==> config.mk <==
export PLATFORM = sky130hd
export DESIGN_NAME = ccl_ref_lock
export DESIGN_NICKNAME = d
export VERILOG_FILES = /design/src/ccl_pkg.sv /design/src/ccl_ref_lock.sv
export SDC_FILE = /design/constraint.sdc
export NUM_CORES = 1
export LEC_CHECK = 0
export ABC_AREA = 1
export CORE_ASPECT_RATIO = 0.6
export CORE_MARGIN = 4
export CORE_UTILIZATION = 65
export DETAILED_ROUTE_END_ITERATION = 8
export DONT_BUFFER_PORTS = 1
export PLACE_DENSITY_LB_ADDON = 0.12
export SLEW_MARGIN = 20
export SYNTH_ARGS = -nofsm -noshare
export SYNTH_HDL_FRONTEND = slang
export SYNTH_SLANG_ARGS = --single-unit
==> constraint.sdc <==
create_clock -name clk_sys_i -period 28 [get_ports clk_sys_i]
set_clock_uncertainty 0.1 [all_clocks]
set_input_delay 2.8 -clock clk_sys_i [delete_from_list [all_inputs] [get_ports clk_sys_i]]
set_output_delay 2.8 -clock clk_sys_i [all_outputs]
set_load 0.01 [all_outputs]
==> src/ccl_pkg.sv <==
package ccl_pkg;

   // ----------------------------------------
   // Register indices (byte address = 4 * index)
   // ----------------------------------------
   localparam logic [13:0] IDX_THR_LO = 14'h0D00;
   localparam logic [13:0] IDX_THR_HI = 14'h0D01;
   localparam logic [13:0] IDX_FILL = 14'h0D02;
   localparam logic [13:0] IDX_DRAIN = 14'h0D03;
   localparam logic [13:0] IDX_STAB_LO = 14'h0D04;
   localparam logic [13:0] IDX_STAB_HI = 14'h0D05;
   localparam logic [13:0] IDX_PRI_CTRL = 14'h0D10;
   localparam logic [13:0] IDX_SEC_CTRL = 14'h0D20;
   localparam logic [13:0] IDX_STATUS = 14'h0D40;
   localparam logic [13:0] IDX_PRI_PER_LO = 14'h0D50;
   localparam logic [13:0] IDX_PRI_PER_HI = 14'h0D51;
   localparam logic [13:0] IDX_SEC_PER_LO = 14'h0D52;
   localparam logic [13:0] IDX_SEC_PER_HI = 14'h0D53;
   localparam logic [13:0] IDX_LOOP_BW = 14'h0D54;
   localparam logic [13:0] IDX_LEG_SEL = 14'h0D55;
   localparam logic [13:0] IDX_LEG_STATUS = 14'h3002;

   // ----------------------------------------
   // Fields and reset values
   // ----------------------------------------
   localparam int CTRL_EN_BIT = 7;
   localparam logic [7:0] CTRL_RST = 8'h31;
   localparam logic [5:0] SEL_NULL = 6'h31;
   localparam int ST_ACTIVE_BIT = 0;
   localparam int ST_LOCK_BIT = 1;
   localparam int ST_LEG_REF_BIT = 2;
   localparam int ST_ACT_REF_BIT = 3;
   localparam int ST_V0_BIT = 4;
   localparam int ST_V1_BIT = 5;
   localparam logic [15:0] PER_RST = 16'h0100;
   localparam logic [7:0] BW_RST = 8'h00;
   localparam logic [4:0] LEG_SEL_RST = 5'h00;
   localparam logic [15:0] LOCK_ACC_MAX = 16'h0FFF;
   localparam logic [15:0] VAL_DELAY_MS = 16'h000A;
   localparam logic [1:0] RESP_OKAY = 2'h0;
   localparam logic [1:0] RESP_SLVERR = 2'h2;

   // ----------------------------------------
   // Timing
   // ----------------------------------------
   localparam int CLK_PERIOD_NS = 8;
   localparam int MS_NS = 1000000;
   localparam int MS_CYCLES = MS_NS / CLK_PERIOD_NS;

   typedef enum logic [1:0] {
      SW_IDLE = 2'b00,
      SW_PRI = 2'b01,
      SW_SEC = 2'b10
   } ccl_sw_state_t;

   typedef struct packed {
      logic [15:0] awaddr;
      logic awvalid;
      logic [31:0] wdata;
      logic [3:0] wstrb;
      logic wvalid;
      logic bready;
      logic [15:0] araddr;
      logic arvalid;
      logic rready;
   } ccl_axil_req_t;

   typedef struct packed {
      logic awready;
      logic wready;
      logic [1:0] bresp;
      logic bvalid;
      logic arready;
      logic [31:0] rdata;
      logic [1:0] rresp;
      logic rvalid;
   } ccl_axil_rsp_t;

endpackage : ccl_pkg

==> src/ccl_ref_lock.sv <==
// Added by the designer: the AXI4-Lite slave port.
`timescale 1ns/1ps

// Behaviour
// - Two time stamp references: primary, secondary
// - Slot control bit 7 enables, resets 0
// - Clearing active enable forces switchover
// - Five-bit source select; bits 5:0 at 0x31 mean none
// - Primary select overrides legacy select
// - Valid while period within 3.125 percent
// - Invalid on two-period timeout or disable
// - Secondary monitor adds validation delay
// - Status bits 4,5 show reference validity
// - Validity transitions feed interrupt events
// - Legacy reference status bit is undefined
// - Programmable detector only when threshold nonzero
// - Threshold, fill, drain at their registers
// - Stability timer delays locked indication
// - Timer is 16-bit milliseconds at 0x0D04
// - Zero timer reports lock without delay
// - Lock mirrored in both status bit 1
// - Loop filter bandwidth shared with aux loop
// - Nonrevertive: keep reference until invalid
// - Validation delay only while primary invalid
// - Status bit 3 shows active reference
// - Status bit 0 shows loop active
module ccl_ref_lock #(
   parameter int MS_TICK_CYCLES = ccl_pkg::MS_CYCLES
) (
   input wire logic clk_sys_i,
   input wire logic rst_i,
   input wire ccl_pkg::ccl_axil_req_t axil_req_i,
   output ccl_pkg::ccl_axil_rsp_t axil_rsp_o,
   input wire logic [31:0] ts_event_i,
   input wire logic [15:0] phase_err_i,
   input wire logic phase_err_valid_i,
   input wire logic legacy_lock_i,
   output logic [4:0] ref_src_sel_o,
   output logic loop_active_o,
   output logic locked_o,
   output logic [1:0] ref_valid_o,
   output logic [3:0] ref_event_o,
   output logic [7:0] loop_bw_o
);
   import ccl_pkg::*;

   // ----------------------------------------
   // Functions
   // ----------------------------------------
   // Window of one 32nd around the expected period
   function automatic logic period_ok(input logic [17:0] meas, input logic [15:0] exp_per);
      logic [17:0] e;
      logic [17:0] tol;
      e = {2'b00, exp_per};
      tol = {7'h00, exp_per[15:5]};
      period_ok = (meas >= e - tol) && (meas <= e + tol);
   endfunction : period_ok

   function automatic logic slot_null(input logic [7:0] ctrl);
      slot_null = (ctrl[5:0] == SEL_NULL);
   endfunction : slot_null

   // ----------------------------------------
   // Registers
   // ----------------------------------------
   logic [15:0] thr;
   logic [7:0] fill;
   logic [7:0] drain;
   logic [15:0] stab_ms;
   logic [7:0] pri_ctrl;
   logic [7:0] sec_ctrl;
   logic [15:0] pri_per;
   logic [15:0] sec_per;
   logic [7:0] loop_bw;
   logic [4:0] leg_sel;

   logic aw_got;
   logic w_got;
   logic [13:0] aw_idx;
   logic [7:0] w_byte;
   logic w_lane0;
   logic awready;
   logic wready;
   logic bvalid;
   logic [1:0] bresp;
   logic arready;
   logic rvalid;
   logic [31:0] rdata;
   logic [1:0] rresp;

   logic [1:0] vld;
   ccl_sw_state_t sw_state;
   logic pd_lock;
   logic locked;
   logic [7:0] status_byte;
   logic [7:0] leg_status;

   // ----------------------------------------
   // AXI4-Lite write path
   // ----------------------------------------
   logic do_wr;
   logic wr_hit;
   assign do_wr = aw_got && w_got && !bvalid;

   // Address and data taken in either order, held until the write
   always_ff @(posedge clk_sys_i or posedge rst_i)
   begin
      if (rst_i)
      begin
         aw_got <= 1'b0;
         w_got <= 1'b0;
         aw_idx <= 14'h0000;
         w_byte <= 8'h00;
         w_lane0 <= 1'b0;
         awready <= 1'b1;
         wready <= 1'b1;
      end
      else
      begin
         if (awready && axil_req_i.awvalid)
         begin
            aw_got <= 1'b1;
            aw_idx <= axil_req_i.awaddr[15:2];
            awready <= 1'b0;
         end
         if (wready && axil_req_i.wvalid)
         begin
            w_got <= 1'b1;
            w_byte <= axil_req_i.wdata[7:0];
            w_lane0 <= axil_req_i.wstrb[0];
            wready <= 1'b0;
         end
         if (do_wr)
         begin
            aw_got <= 1'b0;
            w_got <= 1'b0;
         end
         if (bvalid && axil_req_i.bready)
         begin
            awready <= 1'b1;
            wready <= 1'b1;
         end
      end
   end

   // Decode of mapped indices, status included; status indices are read only
   always_comb
   begin
      case (aw_idx)
         IDX_THR_LO, IDX_THR_HI, IDX_FILL, IDX_DRAIN, IDX_STAB_LO, IDX_STAB_HI,
         IDX_PRI_CTRL, IDX_SEC_CTRL, IDX_PRI_PER_LO, IDX_PRI_PER_HI,
         IDX_SEC_PER_LO, IDX_SEC_PER_HI, IDX_LOOP_BW, IDX_LEG_SEL,
         IDX_STATUS, IDX_LEG_STATUS: wr_hit = 1'b1;
         default: wr_hit = 1'b0;
      endcase
   end

   // Write response: unmapped index answers SLVERR
   always_ff @(posedge clk_sys_i or posedge rst_i)
   begin
      if (rst_i)
      begin
         bvalid <= 1'b0;
         bresp <= RESP_OKAY;
      end
      else if (do_wr)
      begin
         bvalid <= 1'b1;
         bresp <= wr_hit ? RESP_OKAY : RESP_SLVERR;
      end
      else if (bvalid && axil_req_i.bready)
      begin
         bvalid <= 1'b0;
      end
   end

   // Register storage; byte lane 0 carries each byte register
   always_ff @(posedge clk_sys_i or posedge rst_i)
   begin
      if (rst_i)
      begin
         thr <= 16'h0000;
         fill <= 8'h00;
         drain <= 8'h00;
         stab_ms <= 16'h0000;
         pri_ctrl <= CTRL_RST;
         sec_ctrl <= CTRL_RST;
         pri_per <= PER_RST;
         sec_per <= PER_RST;
         loop_bw <= BW_RST;
         leg_sel <= LEG_SEL_RST;
      end
      else if (do_wr && w_lane0)
      begin
         case (aw_idx)
            IDX_THR_LO: thr[7:0] <= w_byte;
            IDX_THR_HI: thr[15:8] <= w_byte;
            IDX_FILL: fill <= w_byte;
            IDX_DRAIN: drain <= w_byte;
            IDX_STAB_LO: stab_ms[7:0] <= w_byte;
            IDX_STAB_HI: stab_ms[15:8] <= w_byte;
            IDX_PRI_CTRL: pri_ctrl <= w_byte;
            IDX_SEC_CTRL: sec_ctrl <= w_byte;
            IDX_PRI_PER_LO: pri_per[7:0] <= w_byte;
            IDX_PRI_PER_HI: pri_per[15:8] <= w_byte;
            IDX_SEC_PER_LO: sec_per[7:0] <= w_byte;
            IDX_SEC_PER_HI: sec_per[15:8] <= w_byte;
            IDX_LOOP_BW: loop_bw <= w_byte;
            IDX_LEG_SEL: leg_sel <= w_byte[4:0];
            default: ;
         endcase
      end
   end

   // ----------------------------------------
   // AXI4-Lite read path
   // ----------------------------------------
   always_ff @(posedge clk_sys_i or posedge rst_i)
   begin
      if (rst_i)
      begin
         arready <= 1'b1;
         rvalid <= 1'b0;
         rdata <= 32'h0000_0000;
         rresp <= RESP_OKAY;
      end
      else if (arready && axil_req_i.arvalid)
      begin
         arready <= 1'b0;
         rvalid <= 1'b1;
         rresp <= RESP_OKAY;
         case (axil_req_i.araddr[15:2])
            IDX_THR_LO: rdata <= {24'h000000, thr[7:0]};
            IDX_THR_HI: rdata <= {24'h000000, thr[15:8]};
            IDX_FILL: rdata <= {24'h000000, fill};
            IDX_DRAIN: rdata <= {24'h000000, drain};
            IDX_STAB_LO: rdata <= {24'h000000, stab_ms[7:0]};
            IDX_STAB_HI: rdata <= {24'h000000, stab_ms[15:8]};
            IDX_PRI_CTRL: rdata <= {24'h000000, pri_ctrl};
            IDX_SEC_CTRL: rdata <= {24'h000000, sec_ctrl};
            IDX_STATUS: rdata <= {24'h000000, status_byte};
            IDX_PRI_PER_LO: rdata <= {24'h000000, pri_per[7:0]};
            IDX_PRI_PER_HI: rdata <= {24'h000000, pri_per[15:8]};
            IDX_SEC_PER_LO: rdata <= {24'h000000, sec_per[7:0]};
            IDX_SEC_PER_HI: rdata <= {24'h000000, sec_per[15:8]};
            IDX_LOOP_BW: rdata <= {24'h000000, loop_bw};
            IDX_LEG_SEL: rdata <= {27'h0000000, leg_sel};
            IDX_LEG_STATUS: rdata <= {24'h000000, leg_status};
            default:
            begin
               rdata <= 32'h0000_0000;
               rresp <= RESP_SLVERR;
            end
         endcase
      end
      else if (rvalid && axil_req_i.rready)
      begin
         rvalid <= 1'b0;
         arready <= 1'b1;
      end
   end

   assign axil_rsp_o = '{awready: awready, wready: wready, bresp: bresp, bvalid: bvalid,
                         arready: arready, rdata: rdata, rresp: rresp, rvalid: rvalid};

   // ----------------------------------------
   // Reference monitors
   // ----------------------------------------
   logic pri_nondef;
   logic [1:0] en;
   logic [1:0] ev;
   logic [15:0] exp_per [2];
   logic [17:0] cnt [2];
   logic [1:0] seen;
   logic [1:0] raw_vld;
   logic [4:0] pri_src;

   // Nondefault primary settings displace the legacy select
   assign pri_nondef = (pri_ctrl != CTRL_RST);
   assign pri_src = pri_nondef ? pri_ctrl[4:0] : leg_sel;
   assign en[0] = pri_ctrl[CTRL_EN_BIT] && !(pri_nondef && slot_null(pri_ctrl));
   assign en[1] = sec_ctrl[CTRL_EN_BIT] && !slot_null(sec_ctrl);
   assign ev[0] = ts_event_i[pri_src];
   assign ev[1] = ts_event_i[sec_ctrl[4:0]];
   assign exp_per[0] = pri_per;
   assign exp_per[1] = sec_per;

   // Cycle count between stamps; measured on each stamp
   for (genvar g = 0; g < 2; g++)
   begin : g_mon
      always_ff @(posedge clk_sys_i or posedge rst_i)
      begin
         if (rst_i)
         begin
            cnt[g] <= 18'h00000;
            seen[g] <= 1'b0;
            raw_vld[g] <= 1'b0;
         end
         else if (!en[g])
         begin
            cnt[g] <= 18'h00000;
            seen[g] <= 1'b0;
            raw_vld[g] <= 1'b0;
         end
         else if (ev[g])
         begin
            cnt[g] <= 18'h00001;
            seen[g] <= 1'b1;
            raw_vld[g] <= seen[g] && period_ok(cnt[g], exp_per[g]);
         end
         else
         begin
            if (cnt[g] != 18'h3FFFF)
            begin
               cnt[g] <= cnt[g] + 18'h00001;
            end
            if (cnt[g] >= {1'b0, exp_per[g], 1'b0})
            begin
               raw_vld[g] <= 1'b0;
            end
         end
      end
   end

   // ----------------------------------------
   // Millisecond tick, shared by both timers
   // ----------------------------------------
   logic [31:0] tick_cnt;
   logic ms_tick;
   always_ff @(posedge clk_sys_i or posedge rst_i)
   begin
      if (rst_i)
      begin
         tick_cnt <= 32'h0000_0000;
         ms_tick <= 1'b0;
      end
      else if (tick_cnt == 32'(MS_TICK_CYCLES - 1))
      begin
         tick_cnt <= 32'h0000_0000;
         ms_tick <= 1'b1;
      end
      else
      begin
         tick_cnt <= tick_cnt + 32'h0000_0001;
         ms_tick <= 1'b0;
      end
   end

   // Secondary validation delay, waived while primary is valid
   logic [15:0] val_ms;
   always_ff @(posedge clk_sys_i or posedge rst_i)
   begin
      if (rst_i)
      begin
         val_ms <= 16'h0000;
      end
      else if (!raw_vld[1])
      begin
         val_ms <= 16'h0000;
      end
      // Validated beside a valid primary: stays valid when primary drops
      else if (raw_vld[0])
      begin
         val_ms <= VAL_DELAY_MS;
      end
      else if (ms_tick && val_ms != VAL_DELAY_MS)
      begin
         val_ms <= val_ms + 16'h0001;
      end
   end

   assign vld[0] = raw_vld[0];
   assign vld[1] = raw_vld[1] && (raw_vld[0] || val_ms == VAL_DELAY_MS);

   // ----------------------------------------
   // Switchover controller
   // ----------------------------------------
   ccl_sw_state_t next_sw_state;
   always_comb
   begin
      next_sw_state = sw_state;
      case (sw_state)
         SW_IDLE:
         begin
            if (vld[0])
            begin
               next_sw_state = SW_PRI;
            end
            else if (vld[1])
            begin
               next_sw_state = SW_SEC;
            end
         end
         // Held until invalid: no return to primary
         SW_PRI: if (!vld[0]) next_sw_state = vld[1] ? SW_SEC : SW_IDLE;
         SW_SEC: if (!vld[1]) next_sw_state = vld[0] ? SW_PRI : SW_IDLE;
         default: next_sw_state = SW_IDLE;
      endcase
   end

   always_ff @(posedge clk_sys_i or posedge rst_i)
   begin
      if (rst_i)
      begin
         sw_state <= SW_IDLE;
      end
      else
      begin
         sw_state <= next_sw_state;
      end
   end

   // ----------------------------------------
   // Programmable lock detector
   // ----------------------------------------
   logic prog_en;
   logic [16:0] acc;
   logic [16:0] acc_up;
   assign prog_en = (thr != 16'h0000);
   assign acc_up = acc + {9'h000, fill};

   // Saturating fill and drain; lock at top, unlock at zero
   always_ff @(posedge clk_sys_i or posedge rst_i)
   begin
      if (rst_i)
      begin
         acc <= 17'h00000;
         pd_lock <= 1'b0;
      end
      else if (!prog_en || sw_state == SW_IDLE)
      begin
         acc <= 17'h00000;
         pd_lock <= 1'b0;
      end
      else if (phase_err_valid_i)
      begin
         if (phase_err_i <= thr)
         begin
            acc <= (acc_up >= {1'b0, LOCK_ACC_MAX}) ? {1'b0, LOCK_ACC_MAX} : acc_up;
            if (acc_up >= {1'b0, LOCK_ACC_MAX})
            begin
               pd_lock <= 1'b1;
            end
         end
         else
         begin
            acc <= (acc <= {9'h000, drain}) ? 17'h00000 : acc - {9'h000, drain};
            if (acc <= {9'h000, drain})
            begin
               pd_lock <= 1'b0;
            end
         end
      end
   end

   // Stability timer: programmable lock shown only after the programmed quiet time; legacy lock passes straight
   logic [15:0] stab_cnt;
   logic pd_lock_d;
   always_ff @(posedge clk_sys_i or posedge rst_i)
   begin
      if (rst_i)
      begin
         stab_cnt <= 16'h0000;
         pd_lock_d <= 1'b0;
         locked <= 1'b0;
      end
      else
      begin
         pd_lock_d <= pd_lock;
         if (!prog_en)
         begin
            locked <= legacy_lock_i && sw_state != SW_IDLE;
         end
         else if (!pd_lock)
         begin
            locked <= 1'b0;
         end
         else if (stab_ms == 16'h0000)
         begin
            locked <= 1'b1;
         end
         else if (!pd_lock_d)
         begin
            stab_cnt <= 16'h0000;
         end
         else if (ms_tick && !locked)
         begin
            stab_cnt <= stab_cnt + 16'h0001;
            if (stab_cnt + 16'h0001 >= stab_ms)
            begin
               locked <= 1'b1;
            end
         end
      end
   end

   // ----------------------------------------
   // Status and outputs
   // ----------------------------------------
   // Legacy reference bit is undefined here and reads zero
   always_comb
   begin
      status_byte = 8'h00;
      status_byte[ST_ACTIVE_BIT] = loop_active_o;
      status_byte[ST_LOCK_BIT] = locked_o;
      status_byte[ST_ACT_REF_BIT] = (sw_state == SW_SEC);
      status_byte[ST_V0_BIT] = ref_valid_o[0];
      status_byte[ST_V1_BIT] = ref_valid_o[1];
      leg_status = 8'h00;
      leg_status[ST_LOCK_BIT] = locked_o;
      leg_status[ST_LEG_REF_BIT] = 1'b0;
   end

   // All outputs registered; events compare with registered validity
   always_ff @(posedge clk_sys_i or posedge rst_i)
   begin
      if (rst_i)
      begin
         ref_valid_o <= 2'b00;
         ref_event_o <= 4'h0;
         loop_active_o <= 1'b0;
         locked_o <= 1'b0;
         ref_src_sel_o <= 5'h00;
         loop_bw_o <= BW_RST;
      end
      else
      begin
         ref_valid_o <= vld;
         ref_event_o <= {ref_valid_o[1] & ~vld[1], ~ref_valid_o[1] & vld[1],
                         ref_valid_o[0] & ~vld[0], ~ref_valid_o[0] & vld[0]};
         loop_active_o <= (sw_state != SW_IDLE);
         locked_o <= locked;
         ref_src_sel_o <= (sw_state == SW_SEC) ? sec_ctrl[4:0] : pri_src;
         loop_bw_o <= loop_bw;
      end
   end

endmodule : ccl_ref_lock

==> results.yml <==
timing:
  finalCritPeriodShare: 0.191
  rsz0062_at_grt: "false"
  period_minus_slack_ns: 5.36
  relSlewSlack: 0.334
  worstMarginPinSlew_ns: 0.993
  worst_hold_slack_ns: 0.318
  finalSetupViolations: 0
  hold_viol: 0
  tns_ns: 0
  final_max_slew_viol_count: 0
  fmax_ghz: 0.187
synth:
  async_flop_share: 1.00
  ys_ff_latch: 297
  synth-seq-area-share: 0.337
  syn_area_per_cell_um2: 7.26
  synth_cells: 3048
  synth_edf_count: 0
  synthFlopType: "dfrtp_1"
  synthesis.area_um2: 22100
  synth_cell_types: 59
  synth_warnings: 0
cells_and_area:
  nets: 3338
  final_common_cell: "nand2_1"
  largest_reg_flops: 36
  multiInputGateArea_um2: 12600
  area_growth_pct: 5.39
  top_regs: "cnt x36, tick_cnt x32, acc x17"
  regArea_um2: 7450
  drive_above_1_share: 0.0333
  mostFrequentLayoutCells: "649 x nand2_1, 422 x inv_1, 286 x dfrtp_1"
  top_register: "cnt"
  fillers: 2891
clock_network:
  clock-root-buffer: "clkbuf_16"
  clkSinkCount: 297
  clk_path_buf_depth: 3
  cts.clk_slew.worst_paths_ns: 0.07
  cts_setup_buffers: 0
  clk_latency_ns: 0.61
  ctsHoldBuffers: 0
  numCtsBuffers: 29
  postCtsResizedCells: 0
  h-tree-depth: 1
  cts_tree: "built"
place:
  hpwl_um: 53100
  place_congestion: 1.03
  io_buffer_count: 0
worst_setup_path:
  worstSetupPathType: "input port to flip-flop"
  startpoint: "axil_req_i[13]"
  worstPathRequired_ns: 28.38
  worstSetupEndpointType: "flip-flop"
  start_kind: "input port"
  worst_ep_arrival_time_ns: 5.75
  reg2reg_from: "sec_per[0]$_DFFE_PP0P_"
  path_max_fanout: 35
floorplanning:
  ios: 187
  start_util: 0.658
  die_h_um: 151
  rows: 52
  die_w_um: 246
  die_area_um2: 37100
  core_um2: 33600
power_and_ir_drop:
  power_leakage_nw: 11.4
  vdd_drop_max_uv: 67.5
  power_density_nw_per_um2: 43.6
routing:
  dr.first_iter.drc_count: 2399
  vias: 21186
  wl_per_cell_um: 19.5
  dr.pass1.iters: 7
  viasPerCell: 6.07
  drc: 0
  wl_um: 68100
  ant_nets: 0
job:
  cap_violations: 0
grt:
  grt_overflow: 0
  grt_pass1_vias: 19569
  grt_pass1_wl_um: 107000
  antenna_found_initial: 1
  grt_usage: 0.363
  grt_max_degree: 116
status:
  status: "finished clean"
worst_hold_path:
  hp-start: "locked$_DFFE_PP0P_"
  hold_class: "flip-flop to flip-flop"
## synth_stat cells, drive strengths merged (6+ instances only)
library cell | number | area (µm²)
o22ai | 43 | 269
nor2 | 299 | 1160
o31ai | 14 | 105
dfrtp | 286 | 7160
nor4 | 46 | 303
nand3b | 19 | 143
inv | 424 | 1590
dfstp | 11 | 289
clkinv | 6 | 22.5
xnor2 | 16 | 140
clkbuf | 51 | 191
a21oi | 159 | 796
nand4 | 74 | 469
ha | 200 | 2500
fa | 6 | 120
or2 | 10 | 62.6
nand2 | 654 | 2480
nand3 | 204 | 1040
xor2 | 98 | 858
o21bai | 8 | 60.1
o211ai | 13 | 97.6
o21ai | 262 | 1320
a211oi | 9 | 67.6
buf | 49 | 343
nor3 | 50 | 250
## worst max-delay path, stage by stage
cell	delay, ns
inv_1	0.02
nand2_1	0.04
nor2_1	0.04
nand2_1	0.21
clkinv_1	0.84
nand2_1	0.64
o22ai_1	0.25
nor4_1	0.59
nand3_1	0.14
nand2_1	0.10
nand2_1	0.06
## through the flow
| step | cell area (µm²) | setup WS (ns) | power [mW] | util | instances |
|---|---|---|---|---|---|
| after floorplan | 22200 | 16.91 | 0.551 | - | 3073 |
| after global placement | 22300 | 22.39 | 0.585 | 0.662 | 3435 |
| after detailed placement | 22300 | 22.31 | 0.590 | 0.662 | 3435 |
| after CTS | 23300 | 22.93 | 1.01 | 0.693 | 3489 |
| after global routing | 23300 | 22.57 | 1.05 | 0.693 | 3489 |
| final | 23300 | 22.64 | 1.02 | 0.693 | 3490 |
## report_power, final
part	total, mW	internal [mW]	switching [mW]	leakage, nW
Combinational	0.118	0.0210	0.0968	6.84
Clock	0.429	0.245	0.184	0.506
Sequential	0.470	0.453	0.0177	4.05
## area by class of cell
| cell class | instances | share of cell area |
|---|---|---|
| antenna | 1 | 0.000107 |
| inverter | 430 | 0.0696 |
| multi-input combinational | 2246 | 0.541 |
| clock buffer | 41 | 0.0356 |
| sequential | 297 | 0.319 |
| tap | 459 | 0.0246 |
| timing repair buffer | 3 | 0.000966 |
| clock inverter | 13 | 0.00821 |
## path summary, 6_finish.rpt
path / to / slack, ns / cells after the start
max in group asynchronous: val_ms[11]$_DFFE_PP0P_ / 24.20 / 2
min in group asynchronous: aw_idx[10]$_DFFE_PP0P_ / 2.08 / 1
setup reg to reg: raw_vld[1]$_DFFE_PP0P_ / 23.37 / 19
hold / removal: locked_o$_DFF_PP0_ / 0.32 / 0
hold reg to reg: locked_o$_DFF_PP0_ / 0.32 / 0
setup / recovery: rdata[2]$_DFFE_PP0P_ / 22.64 / 11
## cells by family (layout without fill, tap and decap cells)
group / Yosys count / in the layout / share of synthesized area
AOI/OAI and AO/OA: 536 / 536 / 0.133
adders and majority gates: 206 / 206 / 0.119
and+or+nand+nor: 1364 / 1364 / 0.269
other: 1 / 27 / 0.000170
xor gates and xnor gates: 114 / 114 / 0.0451
DFF: 297 / 297 / 0.337
buffers and inverters: 530 / 487 / 0.0971
## layer usage
layer | wire length (µm) | global-route usage | vias up
li1 | - | - | 9976
met1 | 30300 | 0.548 | 9875
met2 | 27000 | 0.508 | 1196
met3 | 8680 | 0.104 | 137
met4 | 2140 | 0.103 | 2
met5 | 13 | 0 | -
No activity file was read; power rests on OpenSTA's default activity.
